`src/hdl/bscr_pkg.sv`:
```
// bscr_pkg: constants, register offsets and carrier types of the board status and control bank.
// assumes a single 250 MHz clock and host i/o cycles already synchronous to it.
`default_nettype none

package bscr_pkg;

    // claimed host i/o windows
    localparam logic [15:0] CLAIM_A_LO = 16'h0210;
    localparam logic [15:0] CLAIM_A_HI = 16'h024F;
    localparam logic [15:0] CLAIM_B_LO = 16'h0310;
    localparam logic [15:0] CLAIM_B_HI = 16'h031F;
    localparam logic [15:0] CLAIM_C_LO = 16'h0320;
    localparam logic [15:0] CLAIM_C_HI = 16'h0325;
    localparam logic [15:0] CLAIM_D_LO = 16'h0CA9;
    localparam logic [15:0] CLAIM_D_HI = 16'h0CAB;

    // register offsets
    localparam logic [15:0] OFS_BOARD_SC0 = 16'h0210;
    localparam logic [15:0] OFS_BOARD_SC2 = 16'h0211;
    localparam logic [15:0] OFS_BOARD_SC1 = 16'h0212;
    localparam logic [15:0] OFS_WATCHDOG_SC = 16'h0214;
    localparam logic [15:0] OFS_LTIMER_B0 = 16'h0218;
    localparam logic [15:0] OFS_LTIMER_B1 = 16'h0219;
    localparam logic [15:0] OFS_LTIMER_B2 = 16'h021A;
    localparam logic [15:0] OFS_LTIMER_B3 = 16'h021B;
    localparam logic [15:0] OFS_LTIMER_SC = 16'h021C;
    localparam logic [15:0] OFS_BOARD_SC3 = 16'h021D;
    localparam logic [15:0] OFS_HW_VERSION = 16'h0220;
    localparam logic [15:0] OFS_SCRATCH_1 = 16'h0221;
    localparam logic [15:0] OFS_SCRATCH_2 = 16'h0222;
    localparam logic [15:0] OFS_SWITCH_1 = 16'h0223;
    localparam logic [15:0] OFS_SWITCH_2 = 16'h0224;
    localparam logic [15:0] OFS_SWITCH_3 = 16'h0225;
    localparam logic [15:0] OFS_SCRATCH_3 = 16'h0228;
    localparam logic [15:0] OFS_INT_CTRL = 16'h0229;
    localparam logic [15:0] OFS_BOARD_SC4 = 16'h022A;
    localparam logic [15:0] OFS_BOARD_SC5 = 16'h022B;
    localparam logic [15:0] OFS_PIN_IRQ_0 = 16'h031A;
    localparam logic [15:0] OFS_PIN_IRQ_1 = 16'h031B;
    localparam logic [15:0] OFS_PIN_SC = 16'h031C;
    localparam logic [15:0] OFS_SERIAL_CFG = 16'h031D;
    localparam logic [15:0] OFS_SLOT_ID = 16'h031E;
    localparam logic [15:0] OFS_CAPTURE_CTRL = 16'h0320;
    localparam logic [15:0] OFS_CAPTURE_1 = 16'h0321;
    localparam logic [15:0] OFS_CAPTURE_5 = 16'h0325;
    localparam logic [15:0] OFS_MCU_DATA = 16'h0CA9;
    localparam logic [15:0] OFS_MCU_CS = 16'h0CAA;
    localparam logic [15:0] OFS_MCU_FLAGS = 16'h0CAB;

    // plain software-held bytes
    localparam int NSTORE = 21;
    localparam logic [15:0] STORE_OFS [NSTORE] = '{
        OFS_BOARD_SC2, OFS_WATCHDOG_SC, OFS_LTIMER_B0, OFS_LTIMER_B1, OFS_LTIMER_B2,
        OFS_LTIMER_B3, OFS_LTIMER_SC, OFS_BOARD_SC3, OFS_SCRATCH_1, OFS_SCRATCH_2,
        OFS_SCRATCH_3, OFS_INT_CTRL, OFS_BOARD_SC4, OFS_BOARD_SC5, OFS_PIN_IRQ_0,
        OFS_PIN_IRQ_1, OFS_PIN_SC, OFS_SERIAL_CFG, OFS_CAPTURE_CTRL, OFS_MCU_DATA,
        OFS_MCU_CS
    };
    localparam logic [7:0] STORE_RST = 8'h00;
    // read/set bits of the capture control byte
    localparam logic [7:0] CAPTURE_RS_MASK = 8'h01;

    // field positions of the first status/control byte
    localparam int SC0_CONSOLE_BIT = 7;
    localparam int SC0_DEFAULTS_BIT = 6;
    localparam int SC0_SWAP_LSB = 3;
    localparam int SC0_SWAP_MSB = 5;
    localparam int SWAP_FAST_IDX = 2;
    localparam int SWAP_SLAVE_IDX = 1;
    localparam int SWAP_MASTER_IDX = 0;
    localparam logic [2:0] SWAP_EN_RST = 3'h0;
    // field position of the button event flag
    localparam int SC1_NMI_BIT = 7;

    typedef struct packed {
        logic [15:0] addr;
        logic wr;
        logic rd;
        logic [7:0] wdata;
    } bscr_io_req_t;

    typedef struct packed {
        logic start;
        logic write;
        logic slave;
        logic aligned;
        logic wide;
        logic word_done;
    } bscr_bp_cycle_t;

    typedef enum logic [1:0] {
        SW_IDLE = 2'b00,
        SW_DECODE = 2'b01,
        SW_ACTIVE = 2'b11,
        SW_SECOND = 2'b10
    } bscr_swap_state_t;

    typedef struct packed {
        logic [NSTORE-1:0][7:0] store;
        logic [2:0] swap_en;
        logic nmi_flag;
        logic [7:0] rdata;
        logic rvalid;
        logic claim;
        bscr_swap_state_t sw;
        logic sw_write;
        logic sw_wide;
        logic mux_en;
        logic word_hi;
        logic stall;
    } bscr_state_t;

endpackage

`default_nettype wire

```
`src/hdl/bscr_regs.sv`:
```
// bscr_regs: board status and control register bank on the host i/o bus, with swap control.
// assumes host i/o strobes are one-cycle pulses synchronous to REF_CLK.
`default_nettype none
//
// How it works
// claim host i/o 0x0210-0x024F and 0x0310-0x031F for board registers
// first byte at 0x0210, third at 0x0211, second 0x0212, fourth 0x021D
// long timer count bytes 0x0218-0x021B, its control byte at 0x021C
// watchdog status and control byte at 0x0214
// pin control 0x031C, serial config 0x031D, slot identifier 0x031E
// scratch bytes 0x0221, 0x0222, 0x0228; version 0x0220; switches 0x0223-0x0225
// interrupt control 0x0229, further control bytes 0x022A and 0x022B
// pin interrupt control bytes at 0x031A and 0x031B
// error capture control 0x0320, captured address bytes 0x0321-0x0325
// microcontroller data 0x0CA9, control 0x0CAA, flags 0x0CAB
// read/clear bit: writing zero clears, writing one keeps
// read/set bit: writing zero keeps, writing one sets
// software writes reserved bits back unchanged and ignores their read value
// first byte bit 7 shows console switch
// first byte bit 6 shows setup defaults switch
// first byte bits 5..3 are swap enables, reset to zero
// first byte bits 2..0 show board revision code
// swapping only aligned; 64-bit handled as two 32-bit words
// decode cycle, set swap muxes, stall writes until muxes set
// fast swap bit skips the write stall
// second byte bit 7 is the read/clear button event flag
// button event sets flag; a same-cycle event beats the clear
// undecoded offsets and reserved bits read zero, writes ignored

module bscr_regs (
    // clock and reset
    input wire logic REF_CLK,
    input wire logic RSTN,
    // host i/o cycle
    input wire bscr_pkg::bscr_io_req_t IO_REQ,
    output var logic [7:0] IO_RDATA,
    output var logic IO_RVALID,
    output var logic IO_CLAIM,
    // board straps and captured values
    input wire logic CONSOLE_SWITCH,
    input wire logic SETUP_DEFAULTS_SWITCH,
    input wire logic [2:0] BOARD_REVISION_CODE,
    input wire logic [7:0] HW_VERSION,
    input wire logic [23:0] SWITCH_BANKS,
    input wire logic [7:0] SLOT_ID,
    input wire logic [39:0] ERR_CAPTURE,
    input wire logic BUTTON_NMI_EVENT,
    // backplane cycle and swap control
    input wire bscr_pkg::bscr_bp_cycle_t BP_CYCLE,
    output var logic [2:0] SWAP_ENABLES,
    output var logic SWAP_MUX_EN,
    output var logic SWAP_WORD_HI,
    output var logic BP_WRITE_STALL
);
    import bscr_pkg::*;

    bscr_state_t st;
    bscr_state_t nxt;
    logic [NSTORE-1:0] store_hit;
    logic claimed;
    logic swap_ok;
    logic [7:0] rd_byte;
    logic [2:0] cap_idx;

    // per-entry address match of the plain bytes
    genvar gi;
    for (gi = 0; gi < NSTORE; gi++)
    begin : g_hit
        assign store_hit[gi] = (IO_REQ.addr == STORE_OFS[gi]);
    end

    // read/set merge, plain bits stored as written
    function automatic logic [7:0] rs_merge(input logic [7:0] old, input logic [7:0] wd,
                                            input logic [7:0] rs_mask);
        rs_merge = (wd & ~rs_mask) | ((old | wd) & rs_mask);
    endfunction

    always_comb
    begin
        claimed = ((IO_REQ.addr >= CLAIM_A_LO) && (IO_REQ.addr <= CLAIM_A_HI))
            || ((IO_REQ.addr >= CLAIM_B_LO) && (IO_REQ.addr <= CLAIM_B_HI))
            || ((IO_REQ.addr >= CLAIM_C_LO) && (IO_REQ.addr <= CLAIM_C_HI))
            || ((IO_REQ.addr >= CLAIM_D_LO) && (IO_REQ.addr <= CLAIM_D_HI));
        swap_ok = BP_CYCLE.slave ? st.swap_en[SWAP_SLAVE_IDX] : st.swap_en[SWAP_MASTER_IDX];
        // kept at three bits so the byte index can never go negative
        cap_idx = IO_REQ.addr[2:0] - 3'd1;
        rd_byte = 8'h00;
        for (int i = 0; i < NSTORE; i++)
        begin
            if (store_hit[i])
            begin
                rd_byte = st.store[i];
            end
        end
        case (IO_REQ.addr)
            OFS_BOARD_SC0:
            begin
                rd_byte = {CONSOLE_SWITCH, SETUP_DEFAULTS_SWITCH, st.swap_en,
                    BOARD_REVISION_CODE};
            end
            OFS_BOARD_SC1:
            begin
                rd_byte = {st.nmi_flag, 7'h00};
            end
            OFS_HW_VERSION:
            begin
                rd_byte = HW_VERSION;
            end
            OFS_SWITCH_1:
            begin
                rd_byte = SWITCH_BANKS[7:0];
            end
            OFS_SWITCH_2:
            begin
                rd_byte = SWITCH_BANKS[15:8];
            end
            OFS_SWITCH_3:
            begin
                rd_byte = SWITCH_BANKS[23:16];
            end
            OFS_SLOT_ID:
            begin
                rd_byte = SLOT_ID;
            end
            OFS_CAPTURE_1, 16'h0322, 16'h0323, 16'h0324, OFS_CAPTURE_5:
            begin
                rd_byte = ERR_CAPTURE[8*cap_idx +: 8];
            end
            OFS_MCU_FLAGS:
            begin
                rd_byte = 8'h00;
            end
            default:
            begin
                rd_byte = rd_byte;
            end
        endcase

        nxt = st;
        nxt.rvalid = IO_REQ.rd;
        nxt.rdata = IO_REQ.rd ? rd_byte : 8'h00;
        nxt.claim = (IO_REQ.rd || IO_REQ.wr) && claimed;

        if (IO_REQ.wr)
        begin
            for (int i = 0; i < NSTORE; i++)
            begin
                if (store_hit[i])
                begin
                    nxt.store[i] = rs_merge(st.store[i], IO_REQ.wdata,
                        (STORE_OFS[i] == OFS_CAPTURE_CTRL) ? CAPTURE_RS_MASK : 8'h00);
                end
            end
            if (IO_REQ.addr == OFS_BOARD_SC0)
            begin
                nxt.swap_en = IO_REQ.wdata[SC0_SWAP_MSB:SC0_SWAP_LSB];
            end
        end

        // read/clear flag, a new event wins over the clear
        if (IO_REQ.wr && (IO_REQ.addr == OFS_BOARD_SC1) && !IO_REQ.wdata[SC1_NMI_BIT])
        begin
            nxt.nmi_flag = 1'b0;
        end
        if (BUTTON_NMI_EVENT)
        begin
            nxt.nmi_flag = 1'b1;
        end

        // swap sequencing for backplane cycles
        case (st.sw)
            SW_IDLE:
            begin
                if (BP_CYCLE.start && BP_CYCLE.aligned && swap_ok)
                begin
                    nxt.sw_write = BP_CYCLE.write;
                    nxt.sw_wide = BP_CYCLE.wide;
                    nxt.word_hi = 1'b0;
                    if (st.swap_en[SWAP_FAST_IDX])
                    begin
                        nxt.sw = SW_ACTIVE;
                        nxt.mux_en = 1'b1;
                    end
                    else
                    begin
                        nxt.sw = SW_DECODE;
                        nxt.stall = BP_CYCLE.write;
                    end
                end
            end
            SW_DECODE:
            begin
                nxt.sw = SW_ACTIVE;
                nxt.mux_en = 1'b1;
                nxt.stall = 1'b0;
            end
            SW_ACTIVE:
            begin
                if (BP_CYCLE.word_done)
                begin
                    if (st.sw_wide)
                    begin
                        nxt.sw = SW_SECOND;
                        nxt.word_hi = 1'b1;
                    end
                    else
                    begin
                        nxt.sw = SW_IDLE;
                        nxt.mux_en = 1'b0;
                    end
                end
            end
            SW_SECOND:
            begin
                if (BP_CYCLE.word_done)
                begin
                    nxt.sw = SW_IDLE;
                    nxt.mux_en = 1'b0;
                    nxt.word_hi = 1'b0;
                end
            end
            default:
            begin
                nxt.sw = SW_IDLE;
                nxt.mux_en = 1'b0;
                nxt.word_hi = 1'b0;
                nxt.stall = 1'b0;
            end
        endcase
    end

    always_ff @(posedge REF_CLK or negedge RSTN)
    begin
        if (!RSTN)
        begin
            st <= '{store: {NSTORE{STORE_RST}}, swap_en: SWAP_EN_RST, sw: SW_IDLE,
                default: '0};
        end
        else
        begin
            st <= nxt;
        end
    end

    assign IO_RDATA = st.rdata;
    assign IO_RVALID = st.rvalid;
    assign IO_CLAIM = st.claim;
    assign SWAP_ENABLES = st.swap_en;
    assign SWAP_MUX_EN = st.mux_en;
    assign SWAP_WORD_HI = st.word_hi;
    assign BP_WRITE_STALL = st.stall;
endmodule

`default_nettype wire

```
`config.mk`:
```
export PLATFORM = sky130hd
export DESIGN_NAME = bscr_regs
export DESIGN_NICKNAME = d
export VERILOG_FILES = /design/src/hdl/bscr_pkg.sv /design/src/hdl/bscr_regs.sv
export SDC_FILE = /design/constraint.sdc
export NUM_CORES = 1
export LEC_CHECK = 0
export ABC_AREA = 0
export BUFFER_PORTS_ARGS = -buffer_cell sky130_fd_sc_hd__buf_4
export CAP_MARGIN = 20
export CORE_ASPECT_RATIO = 1.25
export CORE_UTILIZATION = 25
export DETAILED_ROUTE_END_ITERATION = 16
export PLACE_DENSITY = 0.42
export SYNTH_ARGS = -nofsm -noshare
export SYNTH_HDL_FRONTEND = slang
export SYNTH_SLANG_ARGS = --single-unit
```
`constraint.sdc`:
```
create_clock -name REF_CLK -period 2.05 [get_ports REF_CLK]
set_input_delay 0.3075 -clock REF_CLK [delete_from_list [all_inputs] [get_ports REF_CLK]]
set_output_delay 0.3075 -clock REF_CLK [all_outputs]
set_load 0.01 [all_outputs]
```
=== Word level (Yosys, flattened, before mapping) ===
Cells that the tools add are included.

* Register bits after elaboration: 189
* Bits of input ports: 120
* Output and inout port bits: 16
* Word-level logic and storage cells: 174

* Add/subtract/negate cells: 1
* $lt $le $gt $ge: 8
* Equality and inequality tests: 44
* Shift-type cells: 1
* Muxes and demuxes: 40
* Bitwise operators: 2
* Reductions and logical operators: 46

{| class="wikitable"
|+ Operator list
! kind !! number
|-
| $eq 16x10->1 const B || 31
|-
| $mux 8 || 22
|-
| $pmux 8 s9 || 1
|-
| $eq 16x12->1 const B || 3
|-
| $ge 16x10->1 const B || 3
|-
| $le 16x10->1 const B || 3
|-
| $reduce_and 2->1 || 23
|-
| $shiftx 40x7->8 || 1
|-
| $ge 16x12->1 const B || 1
|-
| $le 16x12->1 const B || 1
|-
| $ne 2x2->1 const B || 7
|-
| $mux 2 || 5
|-
| $reduce_and 5->1 || 2
|-
| $logic_and 1x1->1 || 9
|-
| $or 8x1->8 || 1
|-
| $pmux 2 s4 || 1
|-
| $mux 1 || 7
|-
| $mux 7 || 1
|-
| $reduce_and 3->1 || 2
|-
| $reduce_or 5->1 || 1
|-
| $eq 2x2->1 const B || 2
|-
| $logic_or 1x1->1 || 4
|-
| $pmux 1 s4 || 1
|-
| $reduce_bool 2->1 || 2
|-
| other kinds (8) || 8
|}

=== Logic depth before layout (Yosys ltp) ===
Gate-level depths: netlist (run 1).

* Depth after elaboration: 24
* Depth in mapped cells: 12
* Mapped depth without buffers: 9

=== Worst setup path before layout (run 1) ===
OpenSTA, ideal clock, no wires.

* Kind: input-to-reg
* Start: input port IO_REQ[10] in the netlist's numbering
* End: register st, in the netlist IO_RDATA[5]
* Library setup time: 0.129 ns
* Data arrival time: 2.775 ns
* Data required time: 1.921 ns
* Slack: -0.854 ns
* Stages on the path: 11
* Buffers on the path: 3
* Path through: clkbuf_1 inv_1 ha_1 clkbuf_1 and3b_1 clkbuf_1 a221oi_1 o21ai_0 a221o_1 a2111oi_2 o2bb2ai_1

{| class="wikitable"
|+ RTL lines
! item !! line !! source
|-
| start: declaration || bscr_regs.sv:35 || <nowiki>input wire bscr_pkg::bscr_io_req_t IO_REQ,</nowiki>
|-
| end signal: assignment || bscr_regs.sv:236 || <nowiki>st <= '{store: {NSTORE{STORE_RST}}, swap_en: SWAP_EN_RST, sw: SW_IDLE,</nowiki>
|-
| end signal: assignment || bscr_regs.sv:241 || <nowiki>st <= nxt;</nowiki>
|-
| end: declaration || bscr_regs.sv:57 || <nowiki>bscr_state_t st;</nowiki>
|}

==> reports/qor.yml, run 1 <==
outcome: "finished, violations left"
violations: "negative setup slack"
grt.overflow.total: 0
num_rows: 82
grt_first_pass_wirelength_mm: 64.1
setup-tns-final_ns: -0.879
yosys.area.top_type: "dfrtp_1"
worst_hold_slack_ns: 0.0482
grt_max_degree: 63
fin_util_pct: 37.6
hold_violations: 0
nFillCells: 4077
synthCells: 942
timing.fmax_ghz: 0.449
core_area_um2: 40300
dieArea_um2: 41800
grt_use_met1_pct: 25.5
synth_area_per_cell_um2: 10.9
pwr-share-clk_pct: 41.9
rsz0062_at_grt: "yes"
timing.critical_path.max_delay_family: "compound AO/OA/AOI/OAI gates"
cp_data_required_time_ns: 2.45
cpMaxStageDelayCell: "or4_4"
seq_area_frac_synth_pct: 45.9
cellLeakagePower_nw: 7.10
skew_ns: 0.00842
grt_pass1_vias: 9974
cap_violations: 0
worst_slack_ns: -0.176
start_util_pct: 25.4
root_buffer: "clkbuf_16"
dr.pass1.iters: 5
synth_cell_types: 78
dp_hpwl_mm: 33.1
setup_viol_count_final: 8
grt_use_met3_pct: 2.68
portBuffers: 135
cts_tree: "done"
cts_buffers: 17
cpPeakStageDelay_ns: 0.61
ant_nets: 0
yosys_warnings: 0
path_class: "in2reg"
synthFlopType: "dfrtp_1"
cts.sinks: 188
cp_max_fo: 4
period_minus_slack_ns: 2.23
synth_nets: 1067
pwr-share-seq_pct: 45.8
ff_latch_area_um2: 4700
ir_drop_mv: 0.363
netlist_area_um2: 10300
grt_usage_pct: 20.9
drive_gt1_share_pct: 55.4
n_antenna_cell: 0
die_w_um: 183
critPathBufInv: 4
busiest_layer: "met2"
synth_xor_area_share_pct: 0.171
intPower_mw: 6.15
ys_seq_elements: 188
pwr-share-comb_pct: 12.3
clk_pin_slew_worst_paths_ns: 0.07
antenna_found_initial: 1
h-tree-depth: 4
synthTopCellsByArea: "dfrtp_1 (46%), mux2_2 (19%), nand2_1 (2.7%)"
max-slew-margin-rel_pct: 66.0
vias: 9416
synth_simple_gate_area_share_pct: 14.2
met2_usage_pct: 36.8
synth_top_family_by_area: "multiplexers"
area_delta_synth_final_pct: 47.7
synth_compound_area_share_pct: 14.4
min_path_type: "in2reg"
sw_frac_of_total_pct: 25.8
crit_path_end_kind: "register"
worst_pin_slew_ns: 0.509
die_y_um: 228
drc: 0
viasPerCell: 5.09
wl_per_cell_um: 23.4
routed_wl_mm: 43.3
multi_input_area_um2: 5780
clock_latency_ns: 0.46
path_cells: "buf_6, or4_4, buf_6, buf_6, a2111oi_4, buf_4, o211ai_1, nand4b_1, o2111ai_2, a2111oi_2, o21a_1"
drt_iter0_drc: 544
async_flop_share_pct: 100
clk_path_buf_depth: 2
synth_adder_area_share_pct: 0.610
timing.final.crit_share_pct: 109
synth_top_area_share_pct: 45.9
cp-start-kind: "primary input"
cp_data_arrival_time_ns: 2.63
place.gp.congestion: 0.903
p_switching_mw: 2.14
drv_slew: 0
final_nets: 1417
cpMostUsedCell: "buf_6"
powerDensity_nw_per_um2: 547
io_pins: 136
synthMuxAreaShare_pct: 21.0
synth_enable_flop_cells: 0
cells in the mapped netlist, types with 5 or more instances:
master,number
a211oi_1,5
a21oi_1,44
a221o_1,5
a221oi_1,15
a22o_1,8
a22oi_1,11
a31oi_1,7
and2_1,10
and3_1,10
and3b_1,5
buf_2,8
buf_4,11
clkbuf_1,49
dfrtp_1,188
ha_1,5
inv_1,10
mux2_2,172
mux4_2,8
nand2_1,75
nand3_1,26
nand4_1,19
nand4b_1,5
nor2_1,52
nor2_2,5
nor3_1,28
nor4_1,5
o2111ai_1,8
o211ai_1,10
o21ai_0,33
o221ai_1,7
o22ai_1,8
final timing paths:
path	endpoint	slack, ns	start	depth (start not counted)
max in group asynchronous	SWAP_ENABLES[2]	1.04	RSTN	3
min	st[17]	0.05	BUTTON_NMI_EVENT	2
max	IO_RDATA[6]	-0.18	IO_REQ[23]	11
min reg2reg	st[165]	0.49	st[165]	1
max reg2reg	IO_RDATA[5]	0.01	st[26]	8
min in group asynchronous	st[108]	0.34	RSTN	2
sequential cells by signal, summed over array words and instances (netlist names):
signal	cells
SWAP_WORD_HI	1
SWAP_MUX_EN	1
IO_CLAIM	1
IO_RVALID	1
IO_RDATA	8
st	172
BP_WRITE_STALL	1
SWAP_ENABLES	3
per-layer routing:
metal  share of wire (%)  wire length, um
met4                 3.0             1310
met2                  51            22000
met1                  43            18600
met5               0.030               13
met3                 3.1             1350
power by group through the flow:
| stage | clock network (mW) | logic (mW) | registers [mW] |
|---|---|---|---|
| after CTS | 3.55 | 1.01 | 3.79 |
| after global routing | 3.68 | 1.09 | 3.80 |
| after floorplan | 0 | 0.344 | 3.85 |
| after global placement | 0 | 0.949 | 3.86 |
| final | 3.48 | 1.02 | 3.79 |
| after detailed placement | 0 | 0.948 | 3.87 |
through the flow:
step	worst slack, ns	instance area (um2)	instances	total power, mW
after floorplan	-0.486	10400	942	4.19
after global placement	-0.871	13600	1787	4.81
after detailed placement	-0.904	13600	1787	4.81
after CTS	-0.169	14900	1843	8.35
after global routing	-0.218	15200	1851	8.57
final	-0.176	15200	1851	8.29
cell families (layout without fill, tap and decap cells):
kind of cell / after synthesis / after routing
fa+ha+maj: 5 / 5
mux: 184 / 184
buf+inv: 83 / 446
compound gates: 205 / 205
flops: 188 / 188
xor+xnor: 2 / 2
simple gates: 275 / 275
layout make-up:
type                    count  share of cell area (%)
flip-flops and latches    188                    31.0
well taps                 546                    4.51
clock inverters            11                   0.850
clock buffers              21                    3.17
repair buffers            404                    22.0
multi-input cells         671                    38.2
inverters                  10                   0.289
timing repair:
action,CTS,global route
endpoints found under the hold margin,31,0
gates cloned,2,0
pin swaps,42,33
hold buffers,1,0
resized for setup,108,47
setup buffers,23,10
endpoints found under the setup margin,48,26
cell usage in the layout, fill, tap and decap left out, types with 6 or more instances in the layout:
| cell | instances |
|---|---|
| nand2_1 | 68 |
| nor3_1 | 20 |
| o211ai_1 | 10 |
| buf_12 | 12 |
| buf_6 | 29 |
| inv_1 | 6 |
| nor3_4 | 7 |
| clkbuf_16 | 17 |
| and2_1 | 9 |
| a21oi_2 | 10 |
| buf_4 | 357 |
| dfrtp_1 | 188 |
| o21ai_1 | 6 |
| o21ai_0 | 24 |
| nor2_1 | 46 |
| a22oi_1 | 11 |
| o22ai_1 | 7 |
| and3_1 | 9 |
| nor2_4 | 6 |
| a21oi_1 | 34 |
| a22o_1 | 8 |
| mux2_2 | 171 |
| mux4_2 | 8 |
| a221oi_1 | 12 |
| nand3_1 | 23 |
| nand4_1 | 19 |
worst reg2reg max path, delay by kind of cell, from the launching register on:
| kind | cells | cell delay (ns) |
|---|---|---|
| DFF | 1 | 0.37 |
| buffers and inverters | 1 | 0.19 |
| AOI/OAI and AO/OA | 5 | 1.23 |
| and+or+nand+nor | 2 | 0.12 |
(Power assumes the default switching activity.)
==> run 2, diff against run 1 <==
--- a/config.mk
+++ b/config.mk
@@ -9,9 +9,9 @@
 export BUFFER_PORTS_ARGS = -buffer_cell sky130_fd_sc_hd__buf_4
 export CAP_MARGIN = 20
 export CORE_ASPECT_RATIO = 1.25
-export CORE_UTILIZATION = 25
+export CORE_UTILIZATION = 50
 export DETAILED_ROUTE_END_ITERATION = 16
-export PLACE_DENSITY = 0.42
+export PLACE_DENSITY = 0.72
 export SYNTH_ARGS = -nofsm -noshare
 export SYNTH_HDL_FRONTEND = slang
 export SYNTH_SLANG_ARGS = --single-unit
==> run 2 against run 1 <==
Count of clock-buffer cells in the layout decreased by 3; setup slack got worse by 0.0078 ns; cell count decreased by 17%; the flow still finishes with violations (negative setup slack); sequential share of layout area increased by 1.7 points; non-clock buffer count decreased by 31; combinational power about the same; largest power group unchanged; via count increased by 5.6%; design area decreased by 5.3%; first-iteration DRC count increased by 110%; routed wire length decreased by 7.7%; fmax decreased by 0.35%.
==> reports/qor.yml, run 2 (synthesis gave the netlist of run 1 again) <==
dr.pass1.iters: 6  # was 5
cp_data_arrival_time_ns: 2.62  # was 2.63 ns
worst_slack_ns: -0.184  # was -0.176 ns
min_path_type: "in2reg"  # unchanged
timing.final.crit_share_pct: 109  # about the same
cp_data_required_time_ns: 2.44  # was 2.45 ns
cp-start-kind: "primary input"  # unchanged
drv_slew: 0  # unchanged
dp_hpwl_mm: 28.7  # was 33.1 mm
grt_pass1_vias: 10200  # was 9974
period_minus_slack_ns: 2.23  # about the same
routed_wl_mm: 39.9  # was 43.3 mm
powerDensity_nw_per_um2: 574  # was 547 nW/um2
cts_tree: "done"  # unchanged
viasPerCell: 6.43  # was 5.09
skew_ns: 0.00896  # was 0.00842 ns
cts_buffers: 17  # unchanged
largest-register: "st"  # unchanged
final_cell_mix: "buf_4 (339), dfrtp_1 (188), mux2_2 (168), nand2_1 (70), nor2_1 (46)"  # was buf_4 (357), dfrtp_1 (188), mux2_2 (171), nand2_1 (68), nor2_1 (46)
nFillCells: 1443  # was 4077
root_buffer: "clkbuf_16"  # unchanged
placed_area_um2: 13100  # was 13600 um2
wl_per_cell_um: 25.8  # was 23.4 um
worst_hold_slack_ns: 0.0729  # was 0.0482 ns
h-tree-depth: 4  # unchanged
die_y_um: 162  # was 228 um
vias: 9941  # was 9416
drc: 0  # unchanged
rsz0062_at_grt: "yes"  # unchanged
violations: "negative setup slack"  # unchanged
hold_violations: 0  # unchanged
drive_gt1_share_pct: 53.3  # was 55.4%
clk_pin_slew_worst_paths_ns: 0.07  # about the same
grt.overflow.total: 0  # unchanged
core_area_um2: 20100  # was 40300 um2
die_w_um: 130  # was 183 um
cellLeakagePower_nw: 6.88  # was 7.10 nW
dieArea_um2: 21100  # was 41800 um2
place.gp.congestion: 0.977  # was 0.903
portBuffers: 135  # unchanged
clock_latency_ns: 0.45  # was 0.46 ns
ant_nets: 0  # unchanged
start_util_pct: 51.0  # was 25.4%
setup_viol_count_final: 8  # unchanged
crit_path_end_kind: "register"  # unchanged
grt_max_degree: 52  # was 63
antenna_found_initial: 0  # was 1
largest_reg_flops: 172  # unchanged
timing.fmax_ghz: 0.448  # was 0.449 GHz
path_class: "in2reg"  # unchanged
ir_drop_mv: 0.597  # was 0.363 mV
num_rows: 58  # was 82
final_common_cell: "buf_4"  # unchanged
io_pins: 136  # unchanged
drt_iter0_drc: 1121  # was 544
clk_path_buf_depth: 2  # unchanged
max-slew-margin-rel_pct: 65.3  # was 66.0%
final_nets: 1386  # was 1417
area_delta_synth_final_pct: 39.9  # was 47.7%
cap_violations: 0  # unchanged
dp_slack_ns: -0.779  # was -0.904 ns
grt_first_pass_wirelength_mm: 59.4  # was 64.1 mm
grt_usage_pct: 38.9  # was 20.9%
outcome: "finished, violations left"  # unchanged
design_area_um2: 14400  # was 15200 um2
cp_max_fo: 6  # was 4
worst_pin_slew_ns: 0.520  # was 0.509 ns
fin_total_pwr_mw: 8.24  # was 8.29 mW
cts.sinks: 188  # unchanged
## run 2: cell count changes in the layout (fill, tap and decap cells not counted), moves of 4 or more
cell	previous run	this run
inv_8	0	5
buf_12	12	8
buf_4	357	339
o2111ai_1	2	6
o2111ai_2	5	1
a21oi_2	10	4
buf_6	29	20
a21oi_1	34	39
## run 2: metrics by stage
| step | instances | utilization, % | TNS [ns] |
|---|---|---|---|
| after detailed placement | 1491 | 65.0 | -61.09 |
| after global placement | 1491 | 65.0 | -59.40 |
| after CTS | 1538 | 70.0 | -0.377 |
| after global routing | 1544 | 71.4 | -1.00 |
| final | 1545 | 71.4 | -0.725 |
| after floorplan | 942 | - | -21.44 |
## run 2: layer usage
layer	track usage, %	routed length, um	up-vias
met5	0	0	-
met4	27.2	2940	0
met3	12.0	3990	173
met2	60.2	18100	619
met1	45.8	14900	4922
li1	-	-	4227
## run 2: final timing paths
kind | startpoint | endpoint | slack, ns | depth (start not counted)
worst max-delay path | IO_REQ[23] | IO_RDATA[6] | -0.18 | 13
worst min-delay path | BUTTON_NMI_EVENT | st[17] | 0.07 | 2
worst max register to register | st[27] | IO_RDATA[6] | 0.06 | 8
max in group asynchronous | RSTN | st[182] | 0.95 | 3
min in group asynchronous | RSTN | st[33] | 0.37 | 2
worst min register to register | st[165] | st[165] | 0.50 | 1
## run 2: report_power, final
group	leakage, nW	total, mW	switching (mW)	internal (mW)
clock network	0.301	3.46	1.68	1.78
registers	2.61	3.79	0.0528	3.74
logic	3.96	0.987	0.541	0.446
total	6.88	8.24	2.27	5.97
## run 2: worst max-delay path, cell delays in order
cell,delay (ns)
buf_6,0.09
buf_4,0.12
nor4_2,0.24
buf_4,0.21
buf_4,0.16
nand3_2,0.14
buf_4,0.19
nor2_2,0.20
buf_4,0.21
a221oi_1,0.15
buf_4,0.17
a31oi_2,0.26
o21a_1,0.17
## run 2: area by class of cell
cell class              count  area, um2  share of cell area [%]
repair buffers            373       3000                    20.9
diodes                      1       2.50                  0.0174
clock buffers              18        439                    3.06
clock inverters            14        168                    1.17
inverters                  10       40.0                   0.279
well taps                 270        338                    2.35
multi-input cells         671       5660                    39.4
flip-flops and latches    188       4700                    32.8
## run 2: timing repair
| item | 4_1_cts | 5_1_grt |
|---|---|---|
| gates cloned | 2 | 0 |
| buffers inserted | 12 | 7 |
| hold buffers | 1 | 0 |
| hold endpoints to repair | 46 | 0 |
| resized for setup | 72 | 47 |
| setup endpoints to repair | 42 | 45 |
| pin swaps | 21 | 28 |
